--- src/verilog/jtid_pkg.sv ---
// package: opcodes, tap states, field layouts and carriers of the test port
package jtid_pkg;
   localparam int IR_W = 6;
   localparam int ID_W = 32;
   localparam int UCODE_W = 32;
   localparam int CFG_W = 64;
   localparam int STATUS_W = 4;
   localparam int CELLS_PER_IO = 3;
   localparam int CELL_OE = 0;
   localparam int CELL_OUT = 1;
   localparam int CELL_IN = 2;
   localparam int TLR_TMS_EDGES = 5;
   localparam int ID_REV_W = 4;
   localparam int ID_FAMILY_W = 7;
   localparam int ID_SIZE_W = 9;
   localparam int ID_COMPANY_W = 11;
   localparam int FIFO_DEPTH_RESET = 4;
   localparam logic [1:0] IR_CAP_LOW = 2'h1;
   localparam logic ID_LSB = 1'h1;

   localparam logic [IR_W-1:0] OP_EXTEST = 6'h00;
   localparam logic [IR_W-1:0] OP_SAMPLE = 6'h01;
   localparam logic [IR_W-1:0] OP_USER_ONE = 6'h02;
   localparam logic [IR_W-1:0] OP_USER_TWO = 6'h03;
   localparam logic [IR_W-1:0] OP_CFG_OUT = 6'h04;
   localparam logic [IR_W-1:0] OP_CFG_IN = 6'h05;
   localparam logic [IR_W-1:0] OP_INTEST = 6'h07;
   localparam logic [IR_W-1:0] OP_USERCODE = 6'h08;
   localparam logic [IR_W-1:0] OP_IDCODE = 6'h09;
   localparam logic [IR_W-1:0] OP_HIGHZ = 6'h0a;
   localparam logic [IR_W-1:0] OP_PROGRAM = 6'h0b;
   localparam logic [IR_W-1:0] OP_STARTUP = 6'h0c;
   localparam logic [IR_W-1:0] OP_SHUTDOWN = 6'h0d;
   localparam logic [IR_W-1:0] OP_BYPASS = 6'h3f;
   localparam logic [IR_W-1:0] IR_RESET_VALUE = OP_IDCODE;

   typedef enum logic [15:0] {
      TAP_RESET  = 16'h0001,
      TAP_IDLE   = 16'h0002,
      TAP_SEL_DR = 16'h0004,
      TAP_CAP_DR = 16'h0008,
      TAP_SH_DR  = 16'h0010,
      TAP_EX1_DR = 16'h0020,
      TAP_PA_DR  = 16'h0040,
      TAP_EX2_DR = 16'h0080,
      TAP_UPD_DR = 16'h0100,
      TAP_SEL_IR = 16'h0200,
      TAP_CAP_IR = 16'h0400,
      TAP_SH_IR  = 16'h0800,
      TAP_EX1_IR = 16'h1000,
      TAP_PA_IR  = 16'h2000,
      TAP_EX2_IR = 16'h4000,
      TAP_UPD_IR = 16'h8000
   } jtid_tap_type;

   typedef enum logic [6:0] {
      DR_BYPASS   = 7'h01,
      DR_BOUNDARY = 7'h02,
      DR_IDENT    = 7'h04,
      DR_USERCODE = 7'h08,
      DR_CONFIG   = 7'h10,
      DR_USER_ONE = 7'h20,
      DR_USER_TWO = 7'h40
   } jtid_dr_type;

   typedef struct packed {
      logic sel_one;
      logic sel_two;
      logic capture;
      logic shift;
      logic update;
      logic reset;
      logic tdi;
   } jtid_user_type;

   typedef struct packed {
      logic startup_pulse;
      logic shutdown_pulse;
      logic program_restart;
   } jtid_ctl_type;
endpackage

--- src/verilog/jtid_fifo.sv ---
// small first-in first-out buffer with valid/ready on both sides
`timescale 1ns/1ns
module jtid_fifo #(
   parameter int W = 64,
   parameter int DEPTH = 4
) (
   input wire logic clk, // clock
   input wire logic rst, // async reset, active high
   input wire logic in_valid, // writer offers a word
   output logic in_ready, // room for a word
   input wire logic [W-1:0] in_data, // word offered
   output logic out_valid, // a word is held
   input wire logic out_ready, // reader takes the word
   output logic [W-1:0] out_data // oldest word
);
   localparam int AW = (DEPTH > 1) ? $clog2(DEPTH) : 1;
   localparam logic [AW:0] FULL_CNT = (AW+1)'(DEPTH);

   typedef struct packed {
      logic [DEPTH-1:0][W-1:0] mem;
      logic [AW-1:0] wp;
      logic [AW-1:0] rp;
      logic [AW:0] cnt;
      logic not_full;
   } jtid_fifo_type;

   jtid_fifo_type q;
   jtid_fifo_type d;
   logic push;
   logic pop;

   generate
      if (DEPTH < 2 || (DEPTH & (DEPTH - 1)) != 0) begin : g_chk
         $error("jtid_fifo depth must be a power of two, two or more");
      end
   endgenerate

   always_comb begin
      d = q;
      push = in_valid & q.not_full;
      pop = out_ready & (q.cnt != '0);
      if (push) begin
         d.mem[q.wp] = in_data;
         d.wp = q.wp + 1'b1;
      end
      if (pop) begin
         d.rp = q.rp + 1'b1;
      end
      d.cnt = q.cnt + (AW+1)'(push) - (AW+1)'(pop);
      // ready is a flop so the writer never sees a combinational path
      d.not_full = (d.cnt != FULL_CNT);
   end

   always_ff @(posedge clk or posedge rst) begin
      if (rst) begin
         q <= '0;
         q.not_full <= 1'b1;
      end else begin
         q <= d;
      end
   end

   assign in_ready = q.not_full;
   assign out_valid = (q.cnt != '0);
   assign out_data = q.mem[q.rp];
endmodule

--- src/verilog/jtid_sync.sv ---
// two-stage synchroniser for a bundle of asynchronous levels
`timescale 1ns/1ns
module jtid_sync #(
   parameter int W = 1
) (
   input wire logic clk, // sampling clock
   input wire logic rst, // async reset, active high
   input wire logic [W-1:0] din, // asynchronous levels
   output logic [W-1:0] dout // levels in clk domain
);
   typedef struct packed {
      logic [W-1:0] s1;
      logic [W-1:0] s2;
   } jtid_sync_type;

   jtid_sync_type q;
   jtid_sync_type d;

   generate
      if (W < 1) begin : g_chk
         $error("jtid_sync width must be at least one");
      end
   endgenerate

   always_comb begin
      d.s1 = din;
      d.s2 = q.s1;
   end

   always_ff @(posedge clk or posedge rst) begin
      if (rst) begin
         q <= '0;
      end else begin
         q <= d;
      end
   end

   assign dout = q.s2;
endmodule

--- src/verilog/jtid_tap_top.sv ---
// test access port: tap controller, instruction decode, data registers
`timescale 1ns/1ns
module jtid_tap_top import jtid_pkg::*; #(
   parameter int NUM_IO = 4,
   parameter int NUM_IN = 2,
   parameter int FIFO_DEPTH = FIFO_DEPTH_RESET,
   // identity fields below are arbitrary neutral values
   parameter logic [ID_REV_W-1:0] ID_REVISION = 4'h1,
   parameter logic [ID_FAMILY_W-1:0] ID_FAMILY = 7'h2a,
   parameter logic [ID_SIZE_W-1:0] ID_SIZE = 9'h033,
   parameter logic [ID_COMPANY_W-1:0] ID_COMPANY = 11'h155
) (
   input wire logic core_clk, // 250 MHz sampling clock
   input wire logic rst, // async reset, active high
   input wire logic tck, // test clock pin
   input wire logic tms, // test mode select pin
   input wire logic tdi, // test data in pin
   output logic tdo, // test data out
   output logic tdo_oe, // high while tdo is driven
   input wire logic [NUM_IO-1:0] pad_in, // bidirectional pad levels
   output logic [NUM_IO-1:0] pad_out, // pad output value
   output logic [NUM_IO-1:0] pad_oe, // pad output enable
   input wire logic [NUM_IN-1:0] only_in, // input-only pad levels
   input wire logic [NUM_IO-1:0] core_out, // fabric output values
   input wire logic [NUM_IO-1:0] core_oe, // fabric output enables
   output logic [NUM_IO+NUM_IN-1:0] core_in, // pad values to fabric
   input wire logic config_done, // configuration finished
   input wire logic startup_clock_select, // startup clock is tck
   input wire logic [STATUS_W-1:0] device_status, // captured into ir
   input wire logic [UCODE_W-1:0] usercode, // code from bitstream
   output jtid_user_type user, // user register strobes
   input wire logic user_tdo_one, // user register one serial out
   input wire logic user_tdo_two, // user register two serial out
   output jtid_ctl_type ctl, // sequencer and restart pulses
   output logic cfg_wr_valid, // configuration word written
   output logic [CFG_W-1:0] cfg_wr_data, // configuration word
   input wire logic cfg_rd_valid, // readback word offered
   output logic cfg_rd_ready, // readback buffer has room
   input wire logic [CFG_W-1:0] cfg_rd_data // readback word
);
   localparam int BSR_W = NUM_IO * CELLS_PER_IO + NUM_IN;
   localparam int CORE_W = NUM_IO + NUM_IN;
   localparam int SYNC_W = 3 + NUM_IO + NUM_IN;
   localparam logic [ID_W-1:0] ID_VALUE =
      {ID_REVISION, ID_FAMILY, ID_SIZE, ID_COMPANY, ID_LSB};

   typedef struct packed {
      logic tck_prev;
      jtid_tap_type tap;
      logic [IR_W-1:0] ir_sh;
      logic [IR_W-1:0] ir;
      logic byp;
      logic [ID_W-1:0] id_sh;
      logic [CFG_W-1:0] cfg_sh;
      logic [BSR_W-1:0] bsr_sh;
      logic [BSR_W-1:0] bsr_upd;
      logic tdo;
      logic tdo_oe;
      logic cfg_wr_valid;
      logic [CFG_W-1:0] cfg_wr_data;
      logic [NUM_IO-1:0] pad_out;
      logic [NUM_IO-1:0] pad_oe;
      logic [CORE_W-1:0] core_in;
      jtid_user_type user;
      jtid_ctl_type ctl;
   } jtid_state_type;

   jtid_state_type q;
   jtid_state_type d;
   logic [SYNC_W-1:0] sync_out;
   logic tck_s;
   logic tms_s;
   logic tdi_s;
   logic [NUM_IO-1:0] pad_s;
   logic [NUM_IN-1:0] only_s;
   logic rise;
   logic fall;
   jtid_dr_type sel;
   logic extest;
   logic intest;
   logic highz;
   logic [BSR_W-1:0] bsr_cap;
   logic [NUM_IO-1:0] pad_out_n;
   logic [NUM_IO-1:0] pad_oe_n;
   logic [CORE_W-1:0] core_in_n;
   logic fifo_valid;
   logic fifo_pop;
   logic [CFG_W-1:0] fifo_data;
   logic [2:0] tms_high_q;

   generate
      if (NUM_IO < 1 || NUM_IN < 1 || FIFO_DEPTH < 2) begin : g_chk
         $error("jtid_tap_top needs a pad of each kind and a fifo");
      end
   endgenerate

   // every pin is asynchronous to core_clk, tck included
   jtid_sync #(.W(SYNC_W)) u_sync (
      .clk(core_clk),
      .rst(rst),
      .din({tck, tms, tdi, pad_in, only_in}),
      .dout(sync_out)
   );

   assign {tck_s, tms_s, tdi_s, pad_s, only_s} = sync_out;
   assign rise = tck_s & ~q.tck_prev;
   assign fall = ~tck_s & q.tck_prev;

   jtid_fifo #(.W(CFG_W), .DEPTH(FIFO_DEPTH)) u_rd_fifo (
      .clk(core_clk),
      .rst(rst),
      .in_valid(cfg_rd_valid),
      .in_ready(cfg_rd_ready),
      .in_data(cfg_rd_data),
      .out_valid(fifo_valid),
      .out_ready(fifo_pop),
      .out_data(fifo_data)
   );

   function automatic jtid_tap_type next_tap(input jtid_tap_type s,
                                             input logic m);
      jtid_tap_type n;
      n = s;
      unique case (s)
         TAP_RESET: n = m ? TAP_RESET : TAP_IDLE;
         TAP_IDLE: n = m ? TAP_SEL_DR : TAP_IDLE;
         TAP_SEL_DR: n = m ? TAP_SEL_IR : TAP_CAP_DR;
         TAP_CAP_DR: n = m ? TAP_EX1_DR : TAP_SH_DR;
         TAP_SH_DR: n = m ? TAP_EX1_DR : TAP_SH_DR;
         TAP_EX1_DR: n = m ? TAP_UPD_DR : TAP_PA_DR;
         TAP_PA_DR: n = m ? TAP_EX2_DR : TAP_PA_DR;
         TAP_EX2_DR: n = m ? TAP_UPD_DR : TAP_SH_DR;
         TAP_UPD_DR: n = m ? TAP_SEL_DR : TAP_IDLE;
         TAP_SEL_IR: n = m ? TAP_RESET : TAP_CAP_IR;
         TAP_CAP_IR: n = m ? TAP_EX1_IR : TAP_SH_IR;
         TAP_SH_IR: n = m ? TAP_EX1_IR : TAP_SH_IR;
         TAP_EX1_IR: n = m ? TAP_UPD_IR : TAP_PA_IR;
         TAP_PA_IR: n = m ? TAP_EX2_IR : TAP_PA_IR;
         TAP_EX2_IR: n = m ? TAP_UPD_IR : TAP_SH_IR;
         TAP_UPD_IR: n = m ? TAP_SEL_DR : TAP_IDLE;
      endcase
      return n;
   endfunction

   // mode pins are not an input here: the port never defers to them
   function automatic jtid_dr_type decode_dr(input logic [IR_W-1:0] op,
                                             input logic done);
      jtid_dr_type r;
      r = DR_BYPASS;
      unique case (op)
         OP_EXTEST, OP_SAMPLE, OP_INTEST: r = DR_BOUNDARY;
         OP_USER_ONE: r = done ? DR_USER_ONE : r;
         OP_USER_TWO: r = done ? DR_USER_TWO : r;
         OP_CFG_OUT, OP_CFG_IN: r = DR_CONFIG;
         OP_USERCODE: r = DR_USERCODE;
         OP_IDCODE: r = DR_IDENT;
         OP_HIGHZ, OP_BYPASS: r = DR_BYPASS;
         OP_STARTUP, OP_SHUTDOWN, OP_PROGRAM: r = DR_BYPASS;
         default: r = DR_BYPASS;
      endcase
      return r;
   endfunction

   assign sel = decode_dr(q.ir, config_done);
   assign extest = (q.ir == OP_EXTEST);
   assign intest = (q.ir == OP_INTEST);
   assign highz = (q.ir == OP_HIGHZ);

   // enable cell sits lowest, nearest tdo; input-only pads sit past all
   genvar gi;
   generate
      for (gi = 0; gi < NUM_IO; gi++) begin : g_io
         assign bsr_cap[gi*CELLS_PER_IO+CELL_IN] = pad_s[gi];
         assign bsr_cap[gi*CELLS_PER_IO+CELL_OUT] = core_out[gi];
         assign bsr_cap[gi*CELLS_PER_IO+CELL_OE] = core_oe[gi];
         assign pad_out_n[gi] = extest ?
            q.bsr_upd[gi*CELLS_PER_IO+CELL_OUT] : core_out[gi];
         assign pad_oe_n[gi] = highz ? 1'b0 :
            extest ? q.bsr_upd[gi*CELLS_PER_IO+CELL_OE] : core_oe[gi];
         assign core_in_n[gi] = intest ?
            q.bsr_upd[gi*CELLS_PER_IO+CELL_IN] : pad_s[gi];
      end
      for (gi = 0; gi < NUM_IN; gi++) begin : g_in
         assign bsr_cap[NUM_IO*CELLS_PER_IO+gi] = only_s[gi];
         assign core_in_n[NUM_IO+gi] = intest ?
            q.bsr_upd[NUM_IO*CELLS_PER_IO+gi] : only_s[gi];
      end
   endgenerate

   always_comb begin
      d = q;
      fifo_pop = 1'b0;
      d.tck_prev = tck_s;
      d.cfg_wr_valid = 1'b0;
      d.ctl = '0;
      if (rise) begin
         d.tap = next_tap(q.tap, tms_s);
         if (q.tap == TAP_CAP_IR) begin
            d.ir_sh = {device_status, IR_CAP_LOW};
         end else if (q.tap == TAP_SH_IR) begin
            d.ir_sh = {tdi_s, q.ir_sh[IR_W-1:1]};
         end else if (q.tap == TAP_CAP_DR) begin
            unique case (sel)
               DR_BYPASS: d.byp = 1'b0;
               DR_BOUNDARY: d.bsr_sh = bsr_cap;
               DR_IDENT: d.id_sh = ID_VALUE;
               DR_USERCODE: d.id_sh = usercode;
               DR_CONFIG: begin
                  // readback words wait in the fifo until a capture under OP_CFG_OUT
                  fifo_pop = (q.ir == OP_CFG_OUT) & fifo_valid;
                  d.cfg_sh = fifo_pop ? fifo_data : '0;
               end
               DR_USER_ONE, DR_USER_TWO: ;
            endcase
         end else if (q.tap == TAP_SH_DR) begin
            unique case (sel)
               DR_BYPASS: d.byp = tdi_s;
               DR_BOUNDARY: d.bsr_sh = {tdi_s, q.bsr_sh[BSR_W-1:1]};
               DR_IDENT, DR_USERCODE: d.id_sh = {tdi_s, q.id_sh[ID_W-1:1]};
               DR_CONFIG: d.cfg_sh = {tdi_s, q.cfg_sh[CFG_W-1:1]};
               DR_USER_ONE, DR_USER_TWO: ;
            endcase
         end else if (q.tap == TAP_IDLE) begin
            // sequencer ticks only when tck is its chosen clock
            d.ctl.startup_pulse = (q.ir == OP_STARTUP) &
               startup_clock_select;
            d.ctl.shutdown_pulse = (q.ir == OP_SHUTDOWN) &
               startup_clock_select;
         end
      end
      if (fall) begin
         d.tdo_oe = (q.tap == TAP_SH_IR) | (q.tap == TAP_SH_DR);
         if (q.tap == TAP_SH_IR) begin
            d.tdo = q.ir_sh[0];
         end else if (q.tap == TAP_SH_DR) begin
            unique case (sel)
               DR_BYPASS: d.tdo = q.byp;
               DR_BOUNDARY: d.tdo = q.bsr_sh[0];
               DR_IDENT, DR_USERCODE: d.tdo = q.id_sh[0];
               DR_CONFIG: d.tdo = q.cfg_sh[0];
               DR_USER_ONE: d.tdo = user_tdo_one;
               DR_USER_TWO: d.tdo = user_tdo_two;
            endcase
         end
         if (q.tap == TAP_UPD_IR) begin
            d.ir = q.ir_sh;
            d.ctl.program_restart = (q.ir_sh == OP_PROGRAM);
         end
         if (q.tap == TAP_UPD_DR && sel == DR_BOUNDARY) begin
            d.bsr_upd = q.bsr_sh;
         end
         if (q.tap == TAP_UPD_DR && q.ir == OP_CFG_IN) begin
            d.cfg_wr_valid = 1'b1;
            d.cfg_wr_data = q.cfg_sh;
         end
      end
      if (q.tap == TAP_RESET) begin
         d.ir = IR_RESET_VALUE;
      end
      d.pad_out = pad_out_n;
      d.pad_oe = pad_oe_n;
      d.core_in = core_in_n;
      d.user.sel_one = (sel == DR_USER_ONE);
      d.user.sel_two = (sel == DR_USER_TWO);
      d.user.capture = (d.tap == TAP_CAP_DR);
      d.user.shift = (d.tap == TAP_SH_DR);
      d.user.update = (d.tap == TAP_UPD_DR);
      d.user.reset = (d.tap == TAP_RESET);
      d.user.tdi = tdi_s;
   end

   always_ff @(posedge core_clk or posedge rst) begin
      if (rst) begin
         q <= '0;
         q.tap <= TAP_RESET;
         q.ir <= IR_RESET_VALUE;
      end else begin
         q <= d;
      end
   end

   assign tdo = q.tdo;
   assign tdo_oe = q.tdo_oe;
   assign pad_out = q.pad_out;
   assign pad_oe = q.pad_oe;
   assign core_in = q.core_in;
   assign user = q.user;
   assign ctl = q.ctl;
   assign cfg_wr_valid = q.cfg_wr_valid;
   assign cfg_wr_data = q.cfg_wr_data;

   // counts tck rises with tms high, only for checking the reset walk
   always_ff @(posedge core_clk or posedge rst) begin
      if (rst) begin
         tms_high_q <= 3'h0;
      end else if (rise) begin
         tms_high_q <= !tms_s ? 3'h0 :
            (tms_high_q == 3'(TLR_TMS_EDGES)) ? tms_high_q :
            tms_high_q + 3'h1;
      end
   end
endmodule
--- config.mk ---
export PLATFORM = sky130hd
export DESIGN_NAME = jtid_tap_top
export DESIGN_NICKNAME = d
export VERILOG_FILES = /design/src/verilog/jtid_pkg.sv /design/src/verilog/jtid_fifo.sv /design/src/verilog/jtid_sync.sv /design/src/verilog/jtid_tap_top.sv
export SDC_FILE = /design/constraint.sdc
export NUM_CORES = 1
export LEC_CHECK = 0
export BUFFER_PORTS_ARGS = -buffer_cell sky130_fd_sc_hd__buf_4
export CORE_ASPECT_RATIO = 1.5
export CORE_MARGIN = 3
export CORE_UTILIZATION = 45
export CTS_CLUSTER_DIAMETER = 200
export CTS_CLUSTER_SIZE = 40
export DETAILED_ROUTE_END_ITERATION = 16
export PLACE_DENSITY = 0.68
export RECOVER_POWER = 25
export SYNTH_ARGS = -nofsm -noshare
export SYNTH_HDL_FRONTEND = slang
export SYNTH_SLANG_ARGS = --single-unit
--- constraint.sdc ---
create_clock -name core_clk -period 23.7 [get_ports core_clk]
set_input_delay 1.185 -clock core_clk [delete_from_list [all_inputs] [get_ports core_clk]]
set_output_delay 1.185 -clock core_clk [all_outputs]
set_load 0.1 [all_outputs]
After elaboration in Yosys (flattened, before gate mapping)
Cells that the tools add are included.

Flip-flop bits (word level): 527. Latch bits: 0. Bits in writable memories: 0. Bits in read-only memories: 0. Input port bits: 124. Output and inout port bits: 92. Logic and storage cells: 196. Memories: 0.

$add $sub $neg: 4. Multiply operators: 0. Div/mod/pow operators: 0. $lt $le $gt $ge: 3. Equality and inequality tests: 41. Shift operators: 0. Muxes and demuxes: 74. Bitwise logic cells: 12. Reductions and logical operators: 26.

Operators by type and width (count): 2-to-1 mux 64 bit (5); bitwise mux 256 bit (1); 2-to-1 mux 111 bit (2); case mux 16 bit (12 select lines) (1); 2-to-1 mux 65 bit (2); binary-select mux 64 bit (select 2 bit) (1); demux 64 bit (select 2 bit) (1); case mux 32 bit (2 select lines) (1); 2-to-1 mux 6 bit (7); case mux 7 bit (6 select lines) (1); == test 6 x 4 -> 1 bit, second input constant (6); == test 16 x 1 -> 1 bit, second input constant (2); == test 16 x 4 -> 1 bit, second input constant (2); == test 16 x 5 -> 1 bit, second input constant (2); == test 16 x 9 -> 1 bit, second input constant (2); 2-to-1 mux 16 bit (2); 2-to-1 mux 32 bit (1); 2-to-1 mux 1 bit (29); 2-to-1 mux 14 bit (2); 2-to-1 mux 22 bit (1); == test 6 x 3 -> 1 bit, second input constant (3); 2-to-1 mux 9 bit (2); == test 16 x 10 -> 1 bit, second input constant (1); == test 16 x 11 -> 1 bit, second input constant (1); 47 further kinds (82).

Depth between registers and ports, before layout
Gate-level depths: netlist of the first run.

Depth in word-level cells: 12. Depth in mapped cells: 13. Gate-level depth less buffers: 11.

Cells and area by module
Synthesis of the first run repeated with hierarchy kept, for this count alone.

Cells, all modules: 1753. Area, all modules: 23755.3 um^2.

Modules (own cells, without submodules): jtid_fifo (instances 1, cells each 652, area each 11674.9 um^2, seq. area each 6607.6 um^2); jtid_tap_top (instances 1, cells each 1082, area each 11626.2 um^2, seq. area each 6134.6 um^2); jtid_sync (instances 1, cells each 19, area each 454.2 um^2, seq. area each 450.4 um^2).

Worst setup path before layout of the first run
No wires, ideal clock.

Kind: register to register. From: register q[232] in the netlist's numbering. To: register u_rd_fifo.q (netlist bit u_rd_fifo.in_ready). Setup time: 0.083 ns. Data arrival time: 2.870 ns. Required time: 23.617 ns. Slack: 20.748 ns. Stages on the path, launching flop included: 14. Buffers on the path: 2. Clock period less this slack: 2.952 ns. Path through: dfrtp_1 -> buf_2 -> nor4_4 -> nand4_1 -> nor3_2 -> o311a_1 -> buf_4 -> and2_1 -> ha_1 -> inv_1 -> ha_1 -> fa_1 -> nor2_1 -> nand2_1.

RTL lines: start: declaration (line jtid_tap_top.sv:68) `jtid_state_type q;`; end: declaration (line jtid_fifo.sv:27) `jtid_fifo_type q;`.

==> results by group, run 1 <==
Outcome
  • Outcome: complete, but fails checks
  • Failing checks: capacitance limit, slew limit

Timing
  • Fin Setup TNS: 0 ps
  • Setup violators final: 0
  • Slew margin rel.: -267%
  • Actual slew at the worst max-slew pin: 5480 ps
  • Clock Skew: slightly above 50 ps
  • Fin crit period: 6270 ps
  • Peak Freq: ~160 MHz
  • Final worst slack: between 15000 and 20000 ps
  • Fin crit share: 26.4%
  • RSZ-0062 raised after global routing: no
  • Max-slew violation count: between 100 and 150
  • Hold Fails Final Rpt: 0

Placement
  • Pre-CTS WS: approximately 19000 ps
  • Hpwl dp: ~33 mm
  • Placed instance area: roughly 25000 sq um
  • RePlAce Congestion: between 0.8 and 0.9
  • Buffers on Ports: 215

Global route
  • Vias in the first global route: around 15000
  • Grt ovf: 0
  • Routing usage on met2: about a third
  • Initial antenna violation count: 6
  • Largest net degree at the start of global routing: 172
  • Top Usage Layer GRT: met2
  • First-pass GRT wire length: around 82 mm
  • Tot GR Track Use: about a fifth
  • Met3 usage: under 10%
  • Met1 Use GR: between 20 and 25%

Run
  • Max cap viols: 1

Yosys
  • Post-synth top area share: a little under three fifths
  • Yosys top cell by area: dfrtp_1
  • Number of synthesized flops with an enable pin: 0
  • Area contributors post-synth: dfrtp_1, mux2_2, mux4_2
  • Yosys cell types: 70
  • Top-count cell post-synth: dfrtp_1
  • Commonest cells in the netlist: dfrtp_1, mux2_2, nand2_1
  • Synth Register Bits: around 530
  • Post-synth top flop: dfrtp_1
  • Synthesized area: between 20000 and 25000 sq um
  • Post-synth ARST share: 100%
  • Mapped Avg Cell Area: between 10 and 15 sq um
  • Syn_nets: approximately 1900
  • Cell count after synthesis: ~1700
  • Seq/Total Area, Yosys: between 50% and 60%
  • Synth Warn #: 0

Drt
  • Wire length per cell: 20.9 um
  • Detailed Routing Iterations Pass 1: 5
  • Via Count: 13700
  • DRT iter0 DRCs: 712
  • WL final: a little over 50 mm
  • # DRC: 0
  • DRT antenna net count: 0
  • Vias per std cell: approximately 5.6

Power and ir drop
  • Power Density: ~60 nW/um^2
  • Static leakage: approximately 0.012 uW
  • Sequential share of power: a little under two thirds
  • Cell-internal power: roughly 1100 uW
  • Combinational share of power: 8.7%
  • Max VDD drop: about 0.055 mV
  • Clk pwr share: 27.6%
  • NetSw: about 360 uW
  • Switching Share: between 20% and 30%

Clocking
  • CTS H-tree depth: 1
  • Clock buffer count from CTS: 17
  • TritonCTS clock tree: yes
  • Clk sink count: 527
  • Hold_buf cts: 0
  • Clk slew on worst S/H paths: 150 ps
  • Setup Buffers After CTS: 0
  • Root buf cell: clkbuf_16
  • CTS Buffer Depth: 3
  • Clock latency on the worst-skew pair: roughly 570 ps
  • # resized after CTS: 0

Worst setup path
  • Critical Path AT: about 7000 ps
  • Critical path endpoint category: async pin
  • Worst reg2reg path depth: 11
  • CP Launch Type: input pin
  • CP Class: in -> async
  • CP Max Fanout: about 170
  • CP required: approximately 24000 ps

Final layout
  • Design Area, Final: 25100 sq um
  • Post-layout util: roughly half
  • P&R area growth vs syn: 8.36%
  • FILL cells: 4479
  • Final nets: 1900
  • Share of cells above drive strength 1: a little over a third

Floorplanning
  • Die H: between 200 and 300 um
  • I/O pin cnt: ~220
  • Initial Util: a little under half
  • # rows: between 100 and 150
  • CORE AREA: 50800 sq um
  • Die width: between 150 and 200 um
  • DIE AREA: between 50000 and 60000 sq um

Hold path
  • Hold depth: 0
  • Hold Crit Class: reg -> reg
[layout by cell type (no fill, tap or decap), types with 6 or more instances in the layout]
cell	synthesis	routed
mux4_2	64	64
ha_1	6	6
nand2_1	139	136
clkbuf_4	0	9
mux2i_1	23	23
xnor2_1	8	8
or4_1	7	7
o21ai_1	67	67
a22oi_1	82	82
nor2_1	30	30
nand4_1	6	6
o21ai_0	57	57
buf_4	92	215
mux2_1	59	60
nand3_1	12	10
a22o_1	6	6
clkbuf_16	0	17
clkbuf_1	79	15
inv_1	13	12
nor4_1	6	9
nor4b_1	6	6
mux2_2	286	285
nor3_1	10	10
o22ai_1	16	16
dfrtp_1	523	521
a21oi_1	13	13
[cells by family (layout without fill, tap and decap cells)]
logic type | after synthesis | count (layout) | synth area share (%)
compound gates | 269 | 269 | 7.33
xor+xnor | 11 | 11 | 0.416
fa+ha+maj | 7 | 7 | 0.410
buf+inv | 214 | 272 | 5.30
flops | 527 | 527 | 56.9
mux | 432 | 432 | 24.0
other cells | 0 | 4 | 0
simple gates | 261 | 261 | 5.62
[per-stage QoR]
stage	hold WS, ps	cells	total power (uW)
floorplan	331	1721	1050
global placement	333	2419	1090
detailed placement	336	2419	1090
CTS	369	2448	1510
global route	378	2450	1550
finish	365	2452	1480
[power groups by stage]
stage | Combinational (uW) | Sequential, uW | Clock (uW)
floorplan | 88.4 | 959 | 0
global placement | 128 | 961 | 0
detailed placement | 132 | 963 | 0
CTS | 132 | 945 | 431
global route | 145 | 949 | 459
finish | 129 | 946 | 409
[flip-flops by register name, indices dropped and copies added (netlist names)]
| signal | cells |
|---|---|
| u_rd_fifo.q | 263 |
| q | 154 |
| cfg_wr_data | 64 |
| u_sync.d | 9 |
| u_sync.dout | 9 |
| user | 7 |
| core_in | 6 |
| pad_oe | 4 |
| pad_out | 4 |
| ctl | 3 |
| cfg_wr_valid | 1 |
| tdo | 1 |
| tdo_oe | 1 |
| u_rd_fifo.in_ready | 1 |
[routing by layer]
metal  vias to the layer above  wire length [um]
met5                         -                33
met4                         4              1250
met3                        61              2450
met2                       276             26400
met1                      7166             21100
li1                       6234                 -
[path summary, 6_finish.rpt]
| check | from | endpoint | slack (ps) |
|---|---|---|---|
| min in group asynchronous | rst | cfg_wr_valid | 2310 |
| worst min register to register | u_sync.d[7] | u_sync.dout[7] | 370 |
| worst max register to register | q[233] | u_rd_fifo.in_ready | 19040 |
| worst min-delay path | u_sync.d[7] | u_sync.dout[7] | 370 |
| max in group core_clk | q[233] | u_rd_fifo.in_ready | 19040 |
| worst max-delay path | rst | u_sync.dout[0] | 17430 |
[critical path, cell delays in order]
cell and delay, ps:
clkbuf_4 110, clkinvlp_2 3050, buf_12 700, buf_4 780, buf_12 620
[layout make-up]
class	instances	area (sq um)	share of cell area [%]
Antenna cell	4	10.0	0.0399
Clock buffer	28	467	1.86
Clock inverter	1	30.0	0.120
Inverter	13	50.0	0.199
Multi-Input combinational cell	980	8780	35.0
Sequential cell	527	13200	52.6
Tap cell	669	837	3.33
Timing Repair Buffer	230	1740	6.92
No activity file was read; power rests on OpenSTA's default activity.
==> run 2, diff against run 1 <==
- ABC_AREA: not set -> 1
- PLACE_DENSITY: 0.68 -> 0.71
- clock period: 23.7 -> 5.24 ns (I/O delays scaled with it)
==> run 2 against run 1 <==
Net effect:
- the run still ends with capacitance limit, slew limit left
- first-iteration DRC count grew 81%
- flip-flop and latch count unchanged
- cell count up 42%
==> results by group, run 2 <==
Clocking
  • Root buf cell: clkbuf_16
  • Clock buffer count from CTS: 17 (unchanged)
  • Clock latency on the worst-skew pair: 560 ps (about the same)
  • TritonCTS clock tree: yes
  • CTS Buffer Depth: 3 (unchanged)
  • # resized after CTS: 0 (unchanged)
  • Clk slew on worst S/H paths: 140 ps (about the same)
  • Clk sink count: 527 (unchanged)
  • CTS H-tree depth: 1 (unchanged)

Drt
  • Wire length per cell: 17.0 um (-18%)
  • Vias per std cell: 5.33 (-4.9%)
  • Met2 WL: 30.1 mm (+14%)
  • Via Count: 18500 (+35%)
  • DRT antenna net count: 0 (unchanged)
  • Uppermost layer routed: met4
  • WL final: 59.3 mm (+16%)
  • # DRC: 0 (unchanged)
  • Met3 wire len: 2.81 mm (+15%)
  • DRT iter0 DRCs: 1289 (+81%)
  • Detailed Routing Iterations Pass 1: 8 (+3)
  • Met1 WL: 25.1 mm (+19%)

Run
  • Max cap viols: 2 (+1)

Final layout
  • FILL cells: 4998 (+12%)
  • Largest register by flop count: u_rd_fifo.q
  • Final nets: 2921 (+54%)
  • Non-filler cells, final: 3477 (+42%)
  • P&R area growth vs syn: 8.11%
  • Commonest cells after routing, fill and taps aside: nand2_1, o21ai_0, dfrtp_1
  • Share of cells above drive strength 1: 7.36% (-27 points)
  • Commonest non-fill, non-tap cell in the layout: nand2_1
  • Reg area: 13200 sq um (about the same)
  • Post-layout util: 49.2% (-0.27 points)
  • Area occupied by multi-input gates: 8110 sq um (-7.6%)
  • Max FFs per register: 263 (unchanged)

Timing
  • Actual slew at the worst max-slew pin: 2640 ps (-2830 ps)
  • Peak Freq: 266 MHz
  • RSZ-0062 raised after global routing: no
  • Setup violators final: 0 (unchanged)
  • Hold Fails Final Rpt: 0 (unchanged)
  • Fin crit period: 3760 ps
  • Max-slew violation count: 110 (-11%)
  • Clock Skew: 53.9 ps (+3.32 ps)
  • Fin crit share: just over 70%
  • Slew margin rel.: -76.3% (+190 points)

Global route
  • First-pass GRT wire length: 95.6 mm (+16%)
  • Vias in the first global route: 18500 (+26%)
  • Largest net degree at the start of global routing: 132 (-23%)
  • Initial antenna violation count: 0 (-6)
  • Grt ovf: 0 (unchanged)
  • Tot GR Track Use: 21.3% (+2.4 points)

Hold path
  • Hold Crit Class: in -> reg

Worst setup path
  • Reg2reg end: u_rd_fifo.in_ready
  • Cells along the critical path: dlygate4sd3_1 -> clkbuf_4 -> clkinvlp_2 -> clkbuf_2
  • Worst setup path start: rst
  • Critical path endpoint category: async pin
  • CP Class: in -> async
  • CP Max Fanout: 109 (-36%)
  • Levels on crit path: 4 (-1)
  • WP buf/inv: 4 (-1)
  • CP Launch Type: input pin
  • R2r setup slk: 1700 ps (-17340 ps)
  • Worst reg2reg path depth: 14 (+3)
  • Crit path largest cell delay: 2010 ps (-1040 ps)
  • CP required: 5370 ps (-18890 ps)
  • Critical Path AT: 3890 ps (-2940 ps)
  • Worst Setup EP: u_rd_fifo.q[177]
  • Critical path's slowest cell: clkbuf_2
  • Worst path top cell family by delay: buffers and inverters
  • RR Startpoint: q[235]

Floorplanning
  • Initial Util: 45.5% (-0.14 points)
  • Die width: 193 um (+0.69%)
  • # rows: 102 (+0.99%)
  • I/O pin cnt: 216 (unchanged)
  • CORE AREA: 51700 sq um (+1.7%)
  • Die H: 286 um (+0.70%)
  • DIE AREA: 55100 sq um (+1.4%)

Yosys
  • Commonest cells in the netlist: nand2_1, o21ai_0, dfrtp_1
  • Cell count after synthesis: 2741 (+59%)
  • Yosys top cell by area: dfrtp_1
  • Yosys cell types: 48 (-31%)
  • Post-synth ARST share: 100% (unchanged)
  • Synth Warn #: 0 (unchanged)
  • Top-count cell post-synth: nand2_1
  • Synth Register Bits: 527 (unchanged)
  • Area contributors post-synth: dfrtp_1, o21ai_0, nand2_1
  • Syn_nets: 2872 (+55%)
  • Number of synthesized flops with an enable pin: 0 (unchanged)
  • Post-synth top flop: dfrtp_1
  • Synthesized area: 23500 sq um (+1.4%)
  • Mapped Avg Cell Area: 8.57 sq um (-36%)
  • Post-synth top area share: 55.7% (-0.80 points)
  • Seq/Total Area, Yosys: 56.1% (-0.80 points)

Power and ir drop
  • Power Density: 377 nW/um^2 (+540%)
  • Static leakage: 0.0120 uW (-1.8%)
  • Max VDD drop: 0.290 mV (+430%)

Placement
  • Hpwl dp: 38.5 mm (+17%)
  • Placed cells: 3400 (+41%)
  • RePlAce Congestion: 0.867 (+5.1%)
  • Buffers on Ports: 215 (unchanged)

Outcome
  • Failing checks: capacitance limit, slew limit
  • Outcome: complete, but fails checks
-- run 2: cell count changes after synthesis, moves of 30 or more --
cell | previous run | this run
a22oi_1 | 82 | 1
clkbuf_1 | 79 | 124
inv_1 | 13 | 212
mux2_1 | 59 | 0
mux2_2 | 286 | 10
mux4_2 | 64 | 0
nand2_1 | 139 | 630
nand3_1 | 12 | 42
nor2_1 | 30 | 207
o21ai_0 | 57 | 571
o22ai_1 | 16 | 71
-- run 2: tightest hold or removal path: stages --
cell     delay [ps]
buf_4            80
inv_1            50
o21ai_0         150
-- run 2: kinds of logic after synthesis --
| family | Yosys count | synth area share [%] |
|---|---|---|
| adders and majority gates | 7 | 0.405 |
| DFF | 527 | 56.1 |
| buffers and inverters | 474 | 9.48 |
| AOI/OAI and AO/OA | 804 | 17.9 |
| and+or+nand+nor | 914 | 15.5 |
| xor gates and xnor gates | 5 | 0.186 |
| muxes | 10 | 0.479 |
-- run 2: worst min path at each step --
stage,from,end,slack [ps],depth (start not counted)
floorplan,only_in[0],u_sync.d[0],290,0
global placement,u_sync.d[5],u_sync.dout[5],340,0
detailed placement,u_sync.d[7],u_sync.dout[7],340,0
CTS,cfg_rd_data[16],u_rd_fifo.q[24],0.6,3
global route,cfg_rd_data[54],u_rd_fifo.q[190],2,3
finish,cfg_rd_data[20],u_rd_fifo.q[28],20,3
-- run 2: power breakdown --
group | switching (uW) | leakage (uW) | internal [uW] | total [uW]
clock network | 1200 | 0.000234 | 638 | 1840
registers | 534 | 0.00667 | 5090 | 5630
logic | 1310 | 0.00512 | 796 | 2110
total | 3050 | 0.0120 | 6530 | 9580
-- run 2: through the flow --
stage               cell area [sq um]  setup TNS [ps]  hold slack [ps]  setup slack, ps  total power, uW
floorplan                       23500        -1141310              293            -2180             7170
global placement                24800               0              338             1850             7640
detailed placement              24800               0              336             1710             7810
CTS                             25800               0            0.598             1680             9680
global route                    25400               0             1.51              847            10200
finish                          25400               0             17.6             1480             9580
-- run 2: layout make-up --
class,count,area share [%]
sequential,527,51.9
multi-input combinational,1740,31.9
timing repair buffer,282,7.54
tap,676,3.33
inverter,222,3.30
clock buffer,28,1.84
clock inverter,1,0.118
antenna,1,0.00985
-- run 2: repair_timing --
item                                   CTS  global route
buffers inserted                         0             0
setup endpoints to repair                0             0
hold buffers                            47             0
endpoints found under the hold margin  103             0
-- run 2: routing by layer --
layer  up-vias  track usage (%)
met4         0             5.32
met3        73             2.12
li1       8904                -
met5         -                0
met2       528             37.8
met1      9022             27.8
